[config.mk]
export PLATFORM = sky130hd
export DESIGN_NAME = smt_core
export DESIGN_NICKNAME = d
export VERILOG_FILES = /design/src/hw/smt_core.v
export VERILOG_INCLUDE_DIRS = /design/src /design/src/shared
export SDC_FILE = /design/constraint.sdc
export NUM_CORES = 1
export LEC_CHECK = 0
export BUFFER_PORTS_ARGS = -buffer_cell sky130_fd_sc_hd__buf_2
export CORE_ASPECT_RATIO = 2
export CORE_MARGIN = 8
export CORE_UTILIZATION = 35
export DETAILED_ROUTE_END_ITERATION = 8
export GPL_ROUTABILITY_DRIVEN = 0
export PLACE_DENSITY = 0.5
export SKIP_CTS_REPAIR_TIMING = 1
export SLEW_MARGIN = 10
export SYNTH_ARGS = -nofsm -noshare
export SYNTH_HDL_FRONTEND = slang
export SYNTH_SLANG_ARGS = --single-unit
[constraint.sdc]
create_clock -name clk -period 4.5 [get_ports clk]
set_input_delay 0.225 -clock clk [delete_from_list [all_inputs] [get_ports clk]]
set_output_delay 0.225 -clock clk [all_outputs]
set_load 0.01 [all_outputs]
[src/shared/smt_defs.vh]
`ifndef SMT_DEFS_VH
`define SMT_DEFS_VH

// Register byte offsets
`define SMT_A_CON0      5'h00
`define SMT_A_CON1      5'h01
`define SMT_A_STAT      5'h02
`define SMT_A_CLK       5'h03
`define SMT_A_WIN       5'h04
`define SMT_A_SIG       5'h05
`define SMT_A_TMR_L     5'h06
`define SMT_A_TMR_H     5'h07
`define SMT_A_TMR_U     5'h08
`define SMT_A_CPR_L     5'h09
`define SMT_A_CPR_H     5'h0A
`define SMT_A_CPR_U     5'h0B
`define SMT_A_CPW_L     5'h0C
`define SMT_A_CPW_H     5'h0D
`define SMT_A_CPW_U     5'h0E
`define SMT_A_PR_L      5'h0F
`define SMT_A_PR_H      5'h10
`define SMT_A_PR_U      5'h11
`define SMT_A_CFG       5'h12

// Field positions
`define SMT_EN_BIT      7
`define SMT_STOP_BIT    5
`define SMT_WINDOW_POLARITY_BIT    4
`define SMT_SIGNAL_POLARITY_BIT    3
`define SMT_CLOCK_POLARITY_BIT    2
`define SMT_GO_BIT      7
`define SMT_REP_BIT     6
`define SMT_PERIOD_CAPTURE_UPDATE_BIT   7
`define SMT_WIDTH_CAPTURE_UPDATE_BIT   6
`define SMT_RST_BIT     5

// Reset values
`define SMT_RST_BYTE    8'h00
`define SMT_RST_PR      24'hFFFFFF
`define SMT_RST_CNT     24'h000000

// Writable masks
`define SMT_CON0_MASK   8'hBF
`define SMT_CON1_MASK   8'hCF
`define SMT_CLK_MASK    8'h07
`define SMT_SEL_MASK    8'h1F

// Modes
`define SMT_M_TIMER     4'h0
`define SMT_M_GTIMER    4'h1
`define SMT_M_PERDUTY   4'h2
`define SMT_M_HILO      4'h3
`define SMT_M_WINMEAS   4'h4
`define SMT_M_GWINMEAS  4'h5
`define SMT_M_TOF       4'h6
`define SMT_M_CAPTURE   4'h7
`define SMT_M_COUNTER   4'h8
`define SMT_M_GCOUNTER  4'h9
`define SMT_M_WCOUNTER  4'hA

// Clock sources
`define SMT_C_FOSC4     3'h0
`define SMT_C_FOSC      3'h1
`define SMT_C_HF        3'h2
`define SMT_C_LF        3'h3
`define SMT_C_MF        3'h4
`define SMT_C_MF16      3'h5
`define SMT_C_SECONDARY_OSCILLATOR      3'h6

// Timing counts
`define SMT_FOSC4_DIV   2'h3
`define SMT_MF16_DIV    4'hF

`endif

[src/hw/smt_core.v]
// Chosen here: strobed register access and the placing of the registers.
`timescale 1ns/1ns
// Function
// - 24-bit read/write counter, three bytes, 16-bit option
// - Captured period, width and period match registers
// - Enable clear resets state, drops clock request
// - Enable clear keeps all register contents
// - Halt-at-match holds counter, match interrupt
// - Otherwise counter wraps to zero, match interrupt
// - Window polarity selects active level and edge
// - Signal polarity selects active level and edge
// - Clock polarity selects counting clock edge
// - Prescaler divides by 1, 2, 4, 8
// - Go bit enables counting; hardware may clear
// - Repeat bit selects repeated or single acquisition
// - Mode field selects eleven operations
// - Period capture update request, cleared when done
// - Width capture update request, cleared when done
// - Manual counter reset request, cleared when done
// - Incrementing status bit reads timer activity
// - Window status bit reads window open
// - Acquisition status bit reads acquisition in progress
// - Clock source select, seven sources
// - Window source select, pin plus internal sources
// - Interrupt on acquisition complete
// - Signal source select, pin plus internal sources
`include "smt_defs.vh"

module smt_core #(
    parameter WIN_N = 18,
    parameter SIG_N = 17
) (
    input wire clk,
    input wire reset,
    input wire [4:0] addr,
    input wire [7:0] wdata,
    input wire wr_stb,
    input wire rd_stb,
    output reg [7:0] rdata,
    input wire high_freq_internal_osc,
    input wire low_freq_internal_osc,
    input wire mid_freq_internal_osc,
    input wire secondary_oscillator,
    input wire [WIN_N-1:0] window_input,
    input wire [SIG_N-1:0] measured_signal,
    output reg period_match_irq,
    output reg acq_done_irq,
    output reg clock_request
);
    localparam NIN = 4 + WIN_N + SIG_N;

    reg [7:0] con0_r, con1_r, stat_hi_r, clksel_r, winsel_r, sigsel_r;
    reg width16_r;
    reg [23:0] tmr_r, cpr_r, cpw_r, pr_r;
    reg [NIN-1:0] s1_r, s2_r, s3_r;
    reg [1:0] f4_r;
    reg [3:0] mf16_r;
    reg [2:0] ps_r;
    reg win_prev_r, sig_prev_r, acq_r, seen_r;

    wire en = con0_r[`SMT_EN_BIT];
    wire go = con1_r[`SMT_GO_BIT];
    wire run = en & go;
    wire [3:0] mode = con1_r[3:0];
    wire wr = wr_stb;

    // First stage feeds no logic; second stage gives the levels, third stage is the edge history
    always @(posedge clk) begin
        if (reset) begin
            s1_r <= {NIN{1'b0}};
            s2_r <= {NIN{1'b0}};
            s3_r <= {NIN{1'b0}};
        end else begin
            s1_r <= {measured_signal, window_input, secondary_oscillator,
                     mid_freq_internal_osc, low_freq_internal_osc,
                     high_freq_internal_osc};
            s2_r <= s1_r;
            s3_r <= s2_r;
        end
    end

    // Oscillator edges per chosen polarity
    wire [3:0] osc_now = s2_r[3:0];
    wire [3:0] osc_old = s3_r[3:0];
    wire [3:0] osc_edge = con0_r[`SMT_CLOCK_POLARITY_BIT] ?
        (osc_old & ~osc_now) : (~osc_old & osc_now);

    // Source selection
    reg src_tick;
    always @* begin
        case (clksel_r[2:0])
            `SMT_C_FOSC4: src_tick = (f4_r == `SMT_FOSC4_DIV);
            `SMT_C_FOSC: src_tick = 1'b1;
            `SMT_C_HF: src_tick = osc_edge[0];
            `SMT_C_LF: src_tick = osc_edge[1];
            `SMT_C_MF: src_tick = osc_edge[2];
            `SMT_C_MF16: src_tick = osc_edge[2] &
                (mf16_r == `SMT_MF16_DIV);
            `SMT_C_SECONDARY_OSCILLATOR: src_tick = osc_edge[3];
            default: src_tick = 1'b0;
        endcase
    end

    reg [2:0] ps_mask;
    always @* begin
        case (con0_r[1:0])
            2'h0: ps_mask = 3'h0;
            2'h1: ps_mask = 3'h1;
            2'h2: ps_mask = 3'h3;
            default: ps_mask = 3'h7;
        endcase
    end
    wire tick = src_tick & ((ps_r & ps_mask) == ps_mask);

    // Window source: codes 7 and 8 are the same capture output
    wire [WIN_N-1:0] win_v = s2_r[4 +: WIN_N];
    wire [WIN_N-1:0] win_o = s3_r[4 +: WIN_N];
    wire [4:0] window_source_select = winsel_r[4:0];
    wire [4:0] widx = (window_source_select > 5'h07) ? (window_source_select - 5'h01) : window_source_select;
    wire w_ok = (window_source_select <= 5'h12);
    wire w_raw = w_ok & win_v[widx];
    wire w_old = w_ok & win_o[widx];
    wire [SIG_N-1:0] sig_v = s2_r[4 + WIN_N +: SIG_N];
    wire [SIG_N-1:0] sig_o = s3_r[4 + WIN_N +: SIG_N];
    wire [4:0] ssel = sigsel_r[4:0];
    wire s_ok = (ssel <= 5'h10);
    wire s_raw = s_ok & sig_v[ssel];
    wire s_old = s_ok & sig_o[ssel];

    wire win_act = w_raw ^ con0_r[`SMT_WINDOW_POLARITY_BIT];
    wire win_was = w_old ^ con0_r[`SMT_WINDOW_POLARITY_BIT];
    wire sig_act = s_raw ^ con0_r[`SMT_SIGNAL_POLARITY_BIT];
    wire sig_was = s_old ^ con0_r[`SMT_SIGNAL_POLARITY_BIT];
    wire win_rise = run & win_act & ~win_was;
    wire win_fall = run & ~win_act & win_was;
    wire sig_rise = run & sig_act & ~sig_was;
    wire sig_fall = run & ~sig_act & sig_was;

    // Mode sequencing: increment, capture, restart, complete
    reg inc, cap_pr, cap_pw, restart, done, start;
    always @* begin
        inc = 1'b0;
        cap_pr = 1'b0;
        cap_pw = 1'b0;
        restart = 1'b0;
        done = 1'b0;
        start = 1'b0;
        case (mode)
            `SMT_M_TIMER: begin
                inc = tick;
                start = run;
            end
            `SMT_M_GTIMER: begin
                inc = tick & sig_act;
                start = run;
            end
            `SMT_M_PERDUTY: begin
                inc = tick & acq_r;
                cap_pw = sig_fall & acq_r;
                cap_pr = sig_rise & acq_r;
                done = cap_pr;
                restart = sig_rise;
                start = sig_rise;
            end
            `SMT_M_HILO: begin
                inc = tick & acq_r;
                cap_pw = sig_fall & acq_r;
                cap_pr = sig_rise & seen_r;
                done = cap_pr;
                restart = sig_rise | sig_fall;
                start = sig_rise;
            end
            `SMT_M_WINMEAS: begin
                inc = tick & acq_r;
                cap_pr = win_rise & acq_r;
                done = cap_pr;
                restart = win_rise;
                start = win_rise;
            end
            `SMT_M_GWINMEAS: begin
                inc = tick & acq_r & sig_act;
                cap_pw = win_rise & acq_r;
                done = cap_pw;
                restart = win_rise;
                start = win_rise;
            end
            `SMT_M_TOF: begin
                inc = tick & acq_r;
                cap_pr = win_rise & acq_r;
                cap_pw = sig_rise & acq_r;
                done = cap_pw;
                restart = win_rise;
                start = win_rise;
            end
            `SMT_M_CAPTURE: begin
                inc = tick;
                cap_pw = sig_rise;
                cap_pr = win_rise;
                done = sig_rise;
                start = run;
            end
            `SMT_M_COUNTER: begin
                inc = sig_rise;
                start = run;
            end
            `SMT_M_GCOUNTER: begin
                inc = sig_rise & win_act;
                cap_pw = win_fall;
                done = win_fall;
                restart = win_rise;
                start = win_rise;
            end
            `SMT_M_WCOUNTER: begin
                inc = sig_rise & acq_r;
                cap_pw = win_rise & acq_r;
                done = cap_pw;
                restart = win_rise;
                start = win_rise;
            end
            default: begin
                inc = 1'b0;
            end
        endcase
    end

    wire single_end = done & ~con1_r[`SMT_REP_BIT];
    wire [23:0] cnt_mask = width16_r ? 24'h00FFFF : 24'hFFFFFF;
    wire [23:0] tmr_m = tmr_r & cnt_mask;
    wire [23:0] pr_m = pr_r & cnt_mask;
    wire at_match = (tmr_m == pr_m);
    wire match_ev = run & inc & at_match;

    // Internal operating state
    always @(posedge clk) begin
        if (reset || !en) begin
            f4_r <= 2'h0;
            mf16_r <= 4'h0;
            ps_r <= 3'h0;
            acq_r <= 1'b0;
            seen_r <= 1'b0;
            clock_request <= 1'b0;
        end else begin
            f4_r <= f4_r + 2'h1;
            if (osc_edge[2])
                mf16_r <= mf16_r + 4'h1;
            if (src_tick && go)
                ps_r <= ps_r + 3'h1;
            clock_request <= go;
            if (!go || single_end)
                acq_r <= 1'b0;
            else if (start)
                acq_r <= 1'b1;
            if (!go)
                seen_r <= 1'b0;
            else if (sig_fall && acq_r)
                seen_r <= 1'b1;
        end
    end

    // Interrupt pulses
    always @(posedge clk) begin
        if (reset) begin
            period_match_irq <= 1'b0;
            acq_done_irq <= 1'b0;
        end else begin
            period_match_irq <= match_ev;
            acq_done_irq <= run & done;
        end
    end

    // Register file; enable clear touches none of these
    wire sw_stat = wr && (addr == `SMT_A_STAT);
    always @(posedge clk) begin
        if (reset) begin
            con0_r <= `SMT_RST_BYTE;
            con1_r <= `SMT_RST_BYTE;
            stat_hi_r <= `SMT_RST_BYTE;
            clksel_r <= `SMT_RST_BYTE;
            winsel_r <= `SMT_RST_BYTE;
            sigsel_r <= `SMT_RST_BYTE;
            width16_r <= 1'b0;
            tmr_r <= `SMT_RST_CNT;
            cpr_r <= `SMT_RST_CNT;
            cpw_r <= `SMT_RST_CNT;
            pr_r <= `SMT_RST_PR;
        end else begin
            // Counter: software write wins over hardware update
            if (wr && addr == `SMT_A_TMR_L)
                tmr_r[7:0] <= wdata;
            else if (wr && addr == `SMT_A_TMR_H)
                tmr_r[15:8] <= wdata;
            else if (wr && addr == `SMT_A_TMR_U)
                tmr_r[23:16] <= wdata;
            else if (stat_hi_r[`SMT_RST_BIT] || (run && restart))
                tmr_r <= `SMT_RST_CNT;
            else if (run && inc) begin
                if (!at_match)
                    tmr_r <= (tmr_m + 24'h000001) & cnt_mask;
                else if (!con0_r[`SMT_STOP_BIT])
                    tmr_r <= `SMT_RST_CNT;
                else
                    tmr_r <= tmr_r;
            end
            if (stat_hi_r[`SMT_PERIOD_CAPTURE_UPDATE_BIT] || (run && cap_pr))
                cpr_r <= tmr_m;
            if (stat_hi_r[`SMT_WIDTH_CAPTURE_UPDATE_BIT] || (run && cap_pw))
                cpw_r <= tmr_m;
            // Requests complete in one cycle; a new write wins the clear
            if (sw_stat)
                stat_hi_r <= wdata & 8'hE0;
            else
                stat_hi_r <= `SMT_RST_BYTE;
            if (wr && addr == `SMT_A_CON0)
                con0_r <= wdata & `SMT_CON0_MASK;
            if (wr && addr == `SMT_A_CON1)
                con1_r <= wdata & `SMT_CON1_MASK;
            else if (en && single_end)
                con1_r[`SMT_GO_BIT] <= 1'b0;
            if (wr && addr == `SMT_A_CLK)
                clksel_r <= wdata & `SMT_CLK_MASK;
            if (wr && addr == `SMT_A_WIN)
                winsel_r <= wdata & `SMT_SEL_MASK;
            if (wr && addr == `SMT_A_SIG)
                sigsel_r <= wdata & `SMT_SEL_MASK;
            if (wr && addr == `SMT_A_CFG)
                width16_r <= wdata[0];
            if (wr && addr == `SMT_A_PR_L)
                pr_r[7:0] <= wdata;
            if (wr && addr == `SMT_A_PR_H)
                pr_r[15:8] <= wdata;
            if (wr && addr == `SMT_A_PR_U)
                pr_r[23:16] <= wdata;
        end
    end

    // Read path
    wire [7:0] stat_rd = {stat_hi_r[7:5], 2'b00,
                          run,
                          win_act,
                          acq_r};
    reg [7:0] rd_nxt;
    always @* begin
        case (addr)
            `SMT_A_CON0: rd_nxt = con0_r;
            `SMT_A_CON1: rd_nxt = con1_r;
            `SMT_A_STAT: rd_nxt = stat_rd;
            `SMT_A_CLK: rd_nxt = clksel_r;
            `SMT_A_WIN: rd_nxt = winsel_r;
            `SMT_A_SIG: rd_nxt = sigsel_r;
            `SMT_A_TMR_L: rd_nxt = tmr_r[7:0];
            `SMT_A_TMR_H: rd_nxt = tmr_r[15:8];
            `SMT_A_TMR_U: rd_nxt = tmr_r[23:16];
            `SMT_A_CPR_L: rd_nxt = cpr_r[7:0];
            `SMT_A_CPR_H: rd_nxt = cpr_r[15:8];
            `SMT_A_CPR_U: rd_nxt = cpr_r[23:16];
            `SMT_A_CPW_L: rd_nxt = cpw_r[7:0];
            `SMT_A_CPW_H: rd_nxt = cpw_r[15:8];
            `SMT_A_CPW_U: rd_nxt = cpw_r[23:16];
            `SMT_A_PR_L: rd_nxt = pr_r[7:0];
            `SMT_A_PR_H: rd_nxt = pr_r[15:8];
            `SMT_A_PR_U: rd_nxt = pr_r[23:16];
            `SMT_A_CFG: rd_nxt = {7'h00, width16_r};
            default: rd_nxt = 8'h00;
        endcase
    end

    always @(posedge clk) begin
        if (reset)
            rdata <= 8'h00;
        else if (rd_stb)
            rdata <= rd_nxt;
        else
            rdata <= 8'h00;
    end
endmodule

==> impl_metrics.yaml <==
outcome:
  status: "finished clean"
clock_tree:
  cts_tree: "yes"
  cts_buffers: 25
  cts.clk_slew.worst_paths_ns: 0.07
  htreeDepth: 1
  clk_latency_ns: 0.55
  root_buffer: "clkbuf_16"
  clkSinkCount: 265
  clk_path_buf_depth: 3
pwr:
  powerDensity_nw_per_um2: 359
  seqPwrFrac_pct: 49.0
  power_frac_comb_pct: 6.5
  intPower_mw: 3.84
  clockPowerShare_pct: 44.6
  p_switching_mw: 1.19
  max-vdd-ir-drop_v: 0.000283
  leakagePower_nw: 5.31
  power.total_mw: 5.03
  swShare_pct: 23.6
worst_setup_path:
  endpoint_kind: "flip-flop"
  reg2regPathDepth: 13
  crit_required_ns: 4.89
  critical_path_class: "flip-flop to flip-flop"
  worstSetupPathDepth: 13
  path_buf_inv: 1
  worst_path_largest_cell_delay_ns: 0.52
  cp_top_family: "compound AO/OA/AOI/OAI gates"
  crit_fanout: 10
  critPathLaunchType: "flip-flop"
  worstReg2RegStart: "winsel_r[1]"
  cp_cell_sequence: "inv_1 > ha_1 > o21ai_1 > nand3_1 > nor4_1 > o211ai_1 > o311a_1 > a21o_4 > mux2i_4 > o21ai_2 > o31ai_4 > nand2b_1 > o32ai_1"
  crit_arrival_ns: 4.55
  cp-startpoint: "winsel_r[1]"
  cp_slowest_cell: "o31ai_4"
layout:
  layout_common_cells: "dfxtp_1 (265), nor2b_1 (134), nor2_1 (112)"
  antenna_cells: 0
  layout_commonest_cell: "dfxtp_1"
  fin_cells: 1840
  area_delta_synth_final_pct: 16.3
  nNetsFinal: 1445
  drive_above_1_share_pct: 12.2
logic_synthesis:
  syn_avg_cell_area_um2: 9.10
  yosys_warnings: 0
  ys_seq_area_share_pct: 44.0
  synth-edff-count: 0
  synthCells: 1325
  synth.distinct_cells: 83
  synth_top_area_cell: "dfxtp_1"
  synthArstFlopShare_pct: 0
  ys_ff_latch: 265
  syn_nets: 1388
  synth_ff_type: "dfxtp_1"
  synth.area.top_cells: "dfxtp_1 (44%), mux2i_1 (8.0%), nor2b_1 (7.0%)"
  synth_top_area_share_pct: 44.0
  synth_area_um2: 12100
timing:
  rsz0062_at_grt: "no"
  finalCriticalPeriod_ns: 4.15
  clock_skew_ns: 0.0160
  worst_pin_slew_ns: 1.30
  whs_ns: 0.103
  finalSetupViolCount: 0
  fin_crit_sh_pct: 92.3
  hold_violations: 0
  slew-limit-headroom_pct: 13.3
  maxSlewViolCount: 0
  fin_setup_tns_ns: 0
  fmax_mhz: 241
route:
  wl_per_cell_um: 23.2
  vias: 10256
  vias_per_cell: 5.57
  drtPass1Iterations: 6
  wl_mm: 42.8
  ant_nets: 0
  drc: 0
  dr.first_iter.drc_count: 557
min_path:
  hp-start: "wdata[7]"
  holdPathStages: 3
  hp-class: "input port to flip-flop"
global_route:
  grt_max_degree: 99
  antenna_found_initial: 0
  grt_pass1_vias: 10170
  grt.overflow.total: 0
  grt_use_total_pct: 20.2
  grt_pass1_wl_mm: 63.2
floorplanning:
  start_util_pct: 35.3
  rows: 96
  ios: 67
  die-width_um: 147
  coreArea_um2: 34100
  die_h_um: 278
  die_area_um2: 41000
placement:
  dpl.cell_count: 1757
  portBuffers: 66
  hpwl_mm: 30.7
flow_run:
  cap_violations: 0
## tightest hold or removal path, cell delays in order
cell	delay, ns
buf_2	0.21
nand3_1	0.11
a21oi_1	0.06
## Yosys cell counts (all sizes together), types with 4 or more instances
library cell and instances:
mux4 8, nand4 13, mux2 5, a222oi 4, and2 10, a22o 15
inv 23, nand2b 6, nor3b 5, buf 18, a221oi 32, o32ai 7
xnor2 6, a31oi 12, nor2 113, nand3 69, nor3 21, and3 18
clkbuf 83, mux2i 97, o31ai 15, dfxtp 265, nand3b 8, o21ba 4
o21ai 30, ha 7, xor2 27, nor2b 134, or3 6, a221o 6
o211ai 8, nor4 17, a21oi 48, a211oi 14, a22oi 12, nand2 109
## worst paths after layout
| kind | to | slack [ns] |
|---|---|---|
| setup / recovery | tmr_r[20] | 0.35 |
| hold / removal | con0_r[7] | 0.10 |
| setup reg to reg | tmr_r[20] | 0.35 |
| hold reg to reg | f4_r[0] | 0.42 |
## layout make-up
cell class	instances	area, um^2
Clock inverter	10	140
Multi-Input combinational cell	935	6270
Timing Repair Buffer	131	935
Tap cell	441	552
Inverter	24	90.1
Sequential cell	265	5310
Fill cell	3457	20100
Clock buffer	34	729
## state kept, by name, summed over array words and instances (netlist names), 2 cells and up
signal and count:
rdata 8, s3_r 39, tmr_r 24, cpw_r 24
sigsel_r 5, winsel_r 5, mf16_r 4, s2_r 39
stat_hi_r 3, cpr_r 24, ps_r 3, clksel_r 3
s1_r 39, pr_r 24, f4_r 2, con0_r 7
con1_r 6
## per-layer routing
layer	track usage [%]	wire length, um
met5	0	0
met4	18.0	4070
met3	3.30	2080
met2	36.2	21700
met1	19.7	14900
## kinds of logic (layout without fill, tap and decap cells)
family	count (synthesis)	count (layout)	synth area share (%)
simple gates	539	539	22.9
flops	265	265	44.0
compound gates	246	246	15.7
buf+inv	125	199	4.16
mux	110	110	10.1
xor+xnor	33	33	2.40
fa+ha+maj	7	7	0.726
## power groups by stage
stage | clock [mW] | combinational [mW] | sequential, mW
after CTS | 2.30 | 0.298 | 2.46
after floorplan | 0 | 0.206 | 2.47
after global routing | 2.38 | 0.350 | 2.47
after global placement | 0 | 0.296 | 2.52
after detailed placement | 0 | 0.296 | 2.52
final | 2.24 | 0.324 | 2.46
## metrics by stage
stage	util, %	instance area, um^2	setup slack [ns]
2_1_floorplan	-	12100	0.587
3_3_place_gp	37.4	12800	0.526
3_5_place_dp	37.4	12800	0.369
4_1_cts	40.0	13600	0.375
5_1_grt	41.1	14000	0.0488
6_report	41.1	14000	0.345
Power figures use the tool's default switching activity.
